**config.mk**
```make
export PLATFORM = sky130hd
export DESIGN_NAME = asxs_alu
export DESIGN_NICKNAME = d
export VERILOG_FILES = /design/src/hdl/asxs_pkg.sv /design/src/hdl/asxs_alu.sv
export SDC_FILE = /design/constraint.sdc
export NUM_CORES = 1
export LEC_CHECK = 0
export ABC_AREA = 1
export BUFFER_PORTS_ARGS = -buffer_cell sky130_fd_sc_hd__clkbuf_2
export CAP_MARGIN = 20
export CORE_MARGIN = 2
export CORE_UTILIZATION = 40
export CTS_CLUSTER_SIZE = 12
export DETAILED_ROUTE_END_ITERATION = 10
export PLACE_DENSITY = 0.74
export SYNTH_ARGS = -nofsm -noshare
export SYNTH_HDL_FRONTEND = slang
export SYNTH_SLANG_ARGS = --single-unit
```
**constraint.sdc**
```tcl
create_clock -name clk_in -period 0.9 [get_ports clk_in]
set_clock_uncertainty 0.2 [all_clocks]
set_input_delay 0.18 -clock clk_in [delete_from_list [all_inputs] [get_ports clk_in]]
set_output_delay 0.18 -clock clk_in [all_outputs]
set_load 0.01 [all_outputs]
```
**src/hdl/asxs_pkg.sv**
```systemverilog
// package for the alu slice: operation codes, flag layout, field positions
// assumes the core decoder presents one operation per cycle with a valid strobe
// Operation
// - subtract: file value minus working value, two's complement; file address 0..127
// - destination bit 0 writes working register, 1 writes back to file
// - subtract sets carry and half carry when working not above file (byte, nibble)
// - xor with file: working xor file to destination, only zero flag changes
// - swap: file low nibble to high, high to low; no flag changes
// - xor literal: working xor 8-bit immediate into working, zero flag updated
`default_nettype none
package asxs_pkg;
   localparam int DATA_W = 8;
   localparam int ADDR_W = 7;
   localparam logic [ADDR_W-1:0] FILE_ADDR_MAX = 7'h7F;
   localparam logic [DATA_W-1:0] ZERO_BYTE = 8'h00;
   localparam int NIB_W = 4;

   // ****************************************
   // operation codes
   // ****************************************
   typedef enum logic [1:0] {
      ASXS_SUBTRACT_WORK_FROM_FILE = 2'h0,
      ASXS_XOR_WORK_WITH_FILE      = 2'h1,
      ASXS_NIBBLE_SWAP_FILE        = 2'h2,
      ASXS_XOR_LITERAL_INTO_WORK   = 2'h3
   } asxs_op_t;

   // ****************************************
   // carriers
   // ****************************************
   typedef struct packed {
      asxs_op_t              op;
      logic                  dest_file;
      logic [ADDR_W-1:0]     file_addr;
      logic [DATA_W-1:0]     file_data;
      logic [DATA_W-1:0]     work_data;
      logic [DATA_W-1:0]     literal;
   } asxs_req_t;

   typedef struct packed {
      logic carry;
      logic half_carry_flag;
      logic zero;
   } asxs_flags_t;

   localparam asxs_flags_t FLAGS_RESET = 3'h0;
endpackage
`default_nettype wire
```
**src/hdl/asxs_alu.sv**
```systemverilog
// alu slice executing subtract, xor with file, nibble swap and xor literal
// assumes the decoder supplies operands already read and samples results one cycle later
`default_nettype none
module asxs_alu
   import asxs_pkg::*;
(
   // clock and reset
   input  wire logic              clk_in,
   input  wire logic              rstn_in,
   // request from decoder
   input  wire logic              req_valid_in,
   input  wire asxs_req_t         req_in,
   // current flags from status register
   input  wire asxs_flags_t       flags_in,
   // results
   output var  logic              work_we_out,
   output var  logic              file_we_out,
   output var  logic [ADDR_W-1:0] file_addr_out,
   output var  logic [DATA_W-1:0] result_out,
   output var  asxs_flags_t       flags_out,
   output var  logic              done_out
);
   // ****************************************
   // next-value logic
   // ****************************************
   logic              work_we_reg, work_we_next;
   logic              file_we_reg, file_we_next;
   logic [ADDR_W-1:0] addr_reg, addr_next;
   logic [DATA_W-1:0] result_reg, result_next;
   asxs_flags_t       flags_reg, flags_next;
   logic              done_reg, done_next;

   always_comb
   begin
      logic [DATA_W-1:0] res;
      res          = ZERO_BYTE;
      // write strobes are one-cycle pulses, low unless a request is taken
      work_we_next = 1'h0;
      file_we_next = 1'h0;
      addr_next    = addr_reg;
      result_next  = result_reg;
      flags_next   = flags_reg;
      done_next    = req_valid_in;
      if (req_valid_in)
      begin
         // flags start from the core's status; each operation overrides only its own
         flags_next = flags_in;
         unique case (req_in.op)
            ASXS_SUBTRACT_WORK_FROM_FILE:
            begin
               res = req_in.file_data - req_in.work_data;
               // carry is a not-borrow: set when work <= file
               flags_next.carry = (req_in.work_data <= req_in.file_data);
               flags_next.half_carry_flag =
                  (req_in.work_data[NIB_W-1:0] <= req_in.file_data[NIB_W-1:0]);
               flags_next.zero = (res == ZERO_BYTE);
            end
            ASXS_XOR_WORK_WITH_FILE:
            begin
               res = req_in.work_data ^ req_in.file_data;
               flags_next.zero = (res == ZERO_BYTE);
            end
            ASXS_NIBBLE_SWAP_FILE:
            begin
               // flags pass through untouched
               res = {req_in.file_data[NIB_W-1:0], req_in.file_data[DATA_W-1:NIB_W]};
            end
            ASXS_XOR_LITERAL_INTO_WORK:
            begin
               res = req_in.work_data ^ req_in.literal;
               flags_next.zero = (res == ZERO_BYTE);
            end
         endcase
         result_next = res;
         addr_next   = req_in.file_addr;
         if (req_in.op == ASXS_XOR_LITERAL_INTO_WORK)
         begin
            work_we_next = 1'h1;
         end
         else
         begin
            work_we_next = ~req_in.dest_file;
            file_we_next = req_in.dest_file;
         end
      end
   end

   // ****************************************
   // registers
   // ****************************************
   always_ff @(posedge clk_in or negedge rstn_in)
   begin
      if (!rstn_in)
      begin
         work_we_reg <= 1'h0;
         file_we_reg <= 1'h0;
         addr_reg    <= '0;
         result_reg  <= ZERO_BYTE;
         flags_reg   <= FLAGS_RESET;
         done_reg    <= 1'h0;
      end
      else
      begin
         work_we_reg <= work_we_next;
         file_we_reg <= file_we_next;
         addr_reg    <= addr_next;
         result_reg  <= result_next;
         flags_reg   <= flags_next;
         done_reg    <= done_next;
      end
   end

   assign work_we_out   = work_we_reg;
   assign file_we_out   = file_we_reg;
   assign file_addr_out = addr_reg;
   assign result_out    = result_reg;
   assign flags_out     = flags_reg;
   assign done_out      = done_reg;

   // ****************************************
   // assertions
   // ****************************************
   // every property looks one edge after the cycle that it checks, a request or an idle cycle
   a_sub_result: assert property (@(posedge clk_in) disable iff (!rstn_in)
      req_valid_in && req_in.op == ASXS_SUBTRACT_WORK_FROM_FILE |=>
      result_out == $past(req_in.file_data) - $past(req_in.work_data))
      else $error("subtract result wrong");
   a_dest_select: assert property (@(posedge clk_in) disable iff (!rstn_in)
      req_valid_in && req_in.op != ASXS_XOR_LITERAL_INTO_WORK |=>
      file_we_out == $past(req_in.dest_file) && work_we_out != file_we_out)
      else $error("destination select wrong");
   a_sub_carry: assert property (@(posedge clk_in) disable iff (!rstn_in)
      req_valid_in && req_in.op == ASXS_SUBTRACT_WORK_FROM_FILE |=>
      flags_out.carry == ($past(req_in.work_data) <= $past(req_in.file_data)))
      else $error("subtract carry wrong");
   a_xor_flags: assert property (@(posedge clk_in) disable iff (!rstn_in)
      req_valid_in && req_in.op == ASXS_XOR_WORK_WITH_FILE |=>
      flags_out.carry == $past(flags_in.carry)
      && flags_out.half_carry_flag == $past(flags_in.half_carry_flag))
      else $error("xor touched carry flags");
   a_swap_data: assert property (@(posedge clk_in) disable iff (!rstn_in)
      req_valid_in && req_in.op == ASXS_NIBBLE_SWAP_FILE |=>
      result_out[DATA_W-1:NIB_W] == $past(req_in.file_data[NIB_W-1:0])
      && result_out[NIB_W-1:0] == $past(req_in.file_data[DATA_W-1:NIB_W])
      && flags_out == $past(flags_in))
      else $error("swap wrong");
   a_lit_work: assert property (@(posedge clk_in) disable iff (!rstn_in)
      req_valid_in && req_in.op == ASXS_XOR_LITERAL_INTO_WORK |=>
      work_we_out && !file_we_out
      && result_out == ($past(req_in.work_data) ^ $past(req_in.literal)))
      else $error("literal xor wrong");
   a_zero_flag: assert property (@(posedge clk_in) disable iff (!rstn_in)
      req_valid_in && req_in.op != ASXS_NIBBLE_SWAP_FILE |=>
      flags_out.zero == (result_out == ZERO_BYTE))
      else $error("zero flag wrong");
   a_idle_quiet: assert property (@(posedge clk_in) disable iff (!rstn_in)
      !req_valid_in |=> !work_we_out && !file_we_out && !done_out)
      else $error("write without request");

   // half carry is the same not-borrow test on the low nibbles only
   a_sub_half: assert property (@(posedge clk_in) disable iff (!rstn_in)
      req_valid_in && req_in.op == ASXS_SUBTRACT_WORK_FROM_FILE |=>
      flags_out.half_carry_flag ==
      ($past(req_in.work_data[NIB_W-1:0]) <= $past(req_in.file_data[NIB_W-1:0])))
      else $error("subtract half carry wrong");

   // a zero difference means equal operands, so both not-borrow bits must be set
   a_sub_equal: assert property (@(posedge clk_in) disable iff (!rstn_in)
      req_valid_in && req_in.op == ASXS_SUBTRACT_WORK_FROM_FILE |=>
      !flags_out.zero || (flags_out.carry && flags_out.half_carry_flag))
      else $error("subtract zero without carry");

   // a borrow wraps the difference above the file value, no borrow keeps it at or below
   a_sub_wrap: assert property (@(posedge clk_in) disable iff (!rstn_in)
      req_valid_in && req_in.op == ASXS_SUBTRACT_WORK_FROM_FILE |=>
      flags_out.carry == (result_out <= $past(req_in.file_data)))
      else $error("subtract carry disagrees with difference");

   // zero flag cross-checked against operand equality, not against the result path
   a_sub_zero: assert property (@(posedge clk_in) disable iff (!rstn_in)
      req_valid_in && req_in.op == ASXS_SUBTRACT_WORK_FROM_FILE |=>
      flags_out.zero == ($past(req_in.work_data) == $past(req_in.file_data)))
      else $error("subtract zero flag wrong");

   a_xor_result: assert property (@(posedge clk_in) disable iff (!rstn_in)
      req_valid_in && req_in.op == ASXS_XOR_WORK_WITH_FILE |=>
      result_out == ($past(req_in.work_data) ^ $past(req_in.file_data)))
      else $error("xor with file result wrong");

   // an xor is zero exactly when both operands match
   a_xor_zero: assert property (@(posedge clk_in) disable iff (!rstn_in)
      req_valid_in && req_in.op == ASXS_XOR_WORK_WITH_FILE |=>
      flags_out.zero == ($past(req_in.work_data) == $past(req_in.file_data)))
      else $error("xor with file zero flag wrong");

   a_lit_flags: assert property (@(posedge clk_in) disable iff (!rstn_in)
      req_valid_in && req_in.op == ASXS_XOR_LITERAL_INTO_WORK |=>
      flags_out.carry == $past(flags_in.carry)
      && flags_out.half_carry_flag == $past(flags_in.half_carry_flag)
      && flags_out.zero == ($past(req_in.work_data) == $past(req_in.literal)))
      else $error("literal xor flags wrong");

   // literal xor ignores the destination bit and always lands in the working register
   a_work_dest: assert property (@(posedge clk_in) disable iff (!rstn_in)
      req_valid_in && (!req_in.dest_file || req_in.op == ASXS_XOR_LITERAL_INTO_WORK) |=>
      work_we_out && !file_we_out)
      else $error("working register destination not taken");

   // the decoder relies on one done pulse per request to retire it
   a_done_pulse: assert property (@(posedge clk_in) disable iff (!rstn_in)
      req_valid_in |=> done_out)
      else $error("request without done");

   a_addr_follow: assert property (@(posedge clk_in) disable iff (!rstn_in)
      req_valid_in |=> file_addr_out == $past(req_in.file_addr))
      else $error("write address wrong");

   // result, flags and address hold between requests so a slow register file may take them late
   a_idle_hold: assert property (@(posedge clk_in) disable iff (!rstn_in)
      !req_valid_in |=> $stable(result_out) && $stable(flags_out)
      && $stable(file_addr_out))
      else $error("result moved without request");
endmodule
`default_nettype wire

```
==> impl_metrics.json <==
{
  "post-route-worst-setup-slack_ps": -713.2,
  "post_drt_antenna_nets": 0,
  "p_total_mw": 3.305,
  "pwr-share-comb_pct": 49.1,
  "htree_num_levels": 1,
  "layout.nets": 418,
  "pwr-share-clk_pct": 17.6,
  "drt_iter0_drc": 129,
  "cp-end-kind": "register",
  "violations": "hold timing, setup timing",
  "crit_path_start": "req_in[16]",
  "layout_min_cycle_time_ps": 1613,
  "slowest_stage": "sky130_fd_sc_hd__fa_2",
  "worstHoldEndpoint": "work_we_out$_DFF_PN0_",
  "number_of_failing_hold_endpoints_at_the_final_stage": 9,
  "ant_diodes": 0,
  "net_switching_power_mw": 1.139,
  "die_area_mm2": 0.004722,
  "static-leakage-power_nw": 1.584,
  "drc": 0,
  "yosysTopAreaCell": "sky130_fd_sc_hd__dfrtp_1",
  "grt_first_pass_wirelength_um": 8507,
  "ys_warn_count": 0,
  "final.hold.worst_slack_ps": -61.49,
  "worstSkewPairLatency_ps": 250,
  "grt_start_max_net_pins": 22,
  "rr_worst_depth": 3,
  "final_min_period_over_clock_period_pct": 179.2,
  "post_cts_hold_buffer_count": 1,
  "route.detailed.wl_per_inst_um": 13.93,
  "sw_frac_of_total_pct": 34.47,
  "crit_top_cell": "sky130_fd_sc_hd__nand2_1",
  "area_of_the_core_region_mm2": 0.004029,
  "tritoncts_num_sinks": 21,
  "flop2flop_setup_slack_ps": -110,
  "syn-instance-count": 244,
  "tritoncts_buffer_count": 3,
  "setup_repair_after_global_routing_missed_its_margin": "yes",
  "synth_top_cells_by_area": "sky130_fd_sc_hd__dfrtp_1 (31%), sky130_fd_sc_hd__nand2_1 (18%), sky130_fd_sc_hd__ha_1 (9.7%), sky130_fd_sc_hd__inv_1 (6.5%), sky130_fd_sc_hd__a21oi_1 (3.9%)",
  "maxClockFrequency_ghz": 0.6199,
  "detail_route.vias_per_cell": 5.029,
  "class_of_the_worst_hold_path": "in -> reg",
  "worst_ep_arrival_time_ps": 1600,
  "timing.hold.worst.start": "req_in[31]",
  "die_height_um": 68.72,
  "placement_rows": 23,
  "drv_cap": 0,
  "layout_commonest_cell": "sky130_fd_sc_hd__nand2_1",
  "drv_slew": 0,
  "cp.required_ps": 890,
  "clock_transition_at_the_register_clock_pins_on_the_worst_setup_and_hold_paths_after_cts_ps": 70,
  "yosys.cell_types.count": 31,
  "critPathKind": "in -> reg",
  "half_perimeter_wire_length_after_placement_um": 4135,
  "worst-path-max-fanout": 2,
  "result_of_the_run": "finished, violations left",
  "clockBufferDepth": 2,
  "final-setup-viol-count": 35,
  "synth_top_flop_cell": "sky130_fd_sc_hd__dfrtp_1",
  "tightestPinTransition_ps": 319.3,
  "routabilityCongestion": 0.8838,
  "grt_overflow_total": 0,
  "worstHoldPathCells": 2,
  "tritoncts": "done",
  "initial_utilization_pct": 41.58,
  "io_pins": 61,
  "power_frac_seq_pct": 33.3,
  "io_buffers": 60,
  "synthArstFlopShare_pct": 100.0,
  "synth_fp_nets": 298,
  "layout_common_cells": "sky130_fd_sc_hd__nand2_1 (59), sky130_fd_sc_hd__clkbuf_2 (53), sky130_fd_sc_hd__buf_4 (48)",
  "area_delta_synth_final_pct": 79.54,
  "track_usage_pct": 23.96,
  "power_report.internal_total_mw": 2.166,
  "worstReg2RegEnd": "result_out[1]$_DFFE_PN0P_",
  "power.density_cell_area_mw_per_mm2": 1099,
  "route.vias.total": 2077,
  "clock_tree.root_cell": "sky130_fd_sc_hd__clkbuf_8",
  "vdd_drop_max_uv": 475.6,
  "seq_cells_post_synth": 21,
  "start_kind": "input pin",
  "drtPass1Iterations": 4,
  "synth_sequential_area_ratio_pct": 31.37,
  "headroom_to_the_max_slew_limit_pct": 78.56,
  "cpPeakStageDelay_ps": 340,
  "postSynthAreaPerCell_um2": 6.866,
  "die_width_um": 68.72,
  "worst_r2r_startpoint": "result_out[1]$_DFFE_PN0P_",
  "post-place-ws_ps": -1071,
  "grt_pass1_vias": 1972,
  "wl_um": 5752,
  "crit_chain": "clkbuf_16, inv_12, ha_4, fa_2, inv_2, nand3_1, nand3_2, nand2_1, nor2_1, nand2_1, nor2_1, nand2_1, nand2_1, nand2_1, nand2_1",
  "initial_antenna_violation_count": 0,
  "share_of_yosys_cell_area_claimed_by_the_top_area_cell_type_pct": 31.37,
  "number_of_synthesized_flops_with_an_enable_pin": 0,
  "post_route_cells_drive_above_1_share_pct": 54.27,
  "netlist_area_mm2": 0.001675
}
==> worst max-delay path by stage <==
stage | slack [ps] | to
floorplan | -760 | flags_out[0]$_DFFE_PN0P_
finish | -710 | flags_out[0]$_DFFE_PN0P_
detailed placement | -1070 | flags_out[0]$_DFFE_PN0P_
CTS | -680 | flags_out[0]$_DFFE_PN0P_
global route | -810 | flags_out[0]$_DFFE_PN0P_
global placement | -1020 | flags_out[0]$_DFFE_PN0P_
==> stage by stage <==
stage          TNS (ps)  std cells  hold WS (ps)  area, um^2  utilization (%)
3_5_place_dp     -10700        390        -76.29        2532            62.86
4_1_cts          -10600        410        -71.25        2917            72.39
6_report         -10800        413        -61.49        3008            74.66
2_1_floorplan     -5633        244        -315.6        1893                -
3_3_place_gp     -10240        390        -74.45        2532            62.86
5_1_grt          -12280        413        -74.01        3008            74.66
==> routing by layer <==
layer  track usage [%]  vias to the layer above  share of wire (%)
met3             2.435                       15                5.3
li1                  -                     1016                  -
met2             45.55                       83                 54
met4             9.559                        0                2.9
met5                 0                        -                  0
met1             27.06                      963                 38
==> logic make-up after synthesis <==
family / share of synthesized area [%]
XOR/XNOR: 4.182
AND/OR/NAND/NOR: 29.13
AO/OA/AOI/OAI: 13.89
flip-flops: 31.37
buffers and inverters: 10.53
adder cells (fa/ha/maj): 10.90
==> cells in the mapped netlist (2+ instances only) <==
cell	instances
sky130_fd_sc_hd__nand2_1	81
sky130_fd_sc_hd__buf_2	2
sky130_fd_sc_hd__a21oi_1	13
sky130_fd_sc_hd__o221ai_1	6
sky130_fd_sc_hd__nand3_1	11
sky130_fd_sc_hd__nor2_1	17
sky130_fd_sc_hd__xor2_1	2
sky130_fd_sc_hd__inv_2	6
sky130_fd_sc_hd__ha_1	13
sky130_fd_sc_hd__nand4_1	2
sky130_fd_sc_hd__o21ai_0	5
sky130_fd_sc_hd__inv_1	29
sky130_fd_sc_hd__o211ai_1	2
sky130_fd_sc_hd__dfrtp_1	21
sky130_fd_sc_hd__clkbuf_1	4
sky130_fd_sc_hd__o21ai_1	9
sky130_fd_sc_hd__nand3_2	2
sky130_fd_sc_hd__xnor2_1	6
==> power groups by stage <==
stage               combinational, mW  sequential, mW  clock (mW)
floorplan                       0.640            1.16           0
global placement                 1.22            1.11           0
finish                           1.62            1.10       0.582
CTS                              1.49            1.09       0.602
global route                     1.77            1.11       0.636
detailed placement               1.24            1.11           0
==> sequential cells by signal, indices dropped and copies added, names as in the netlist <==
register / flops
result_out: 8
file_addr_out: 7
done_out: 1
file_we_out: 1
work_we_out: 1
flags_out: 3
==> area by class of cell <==
class,count,area (um^2)
clock buffers,4,45.04
fillers,311,1021
inverters,37,186.4
multi-input cells,179,1281
flip-flops and latches,21,525.5
well taps,50,62.56
repair buffers,122,907.1
==> critical path, delay by kind of cell <==
family / cells / cell delay (ps)
fa+ha+maj: 2 / 490
buf+inv: 3 / 220
simple gates: 10 / 720
==> timing repair <==
item	4_1_cts	5_1_grt
pin swaps	28	16
endpoints found under the hold margin	30	9
resized for setup	54	21
setup endpoints to repair	34	34
setup buffers	15	7
Note: power is estimated with default switching activity, not from simulation.
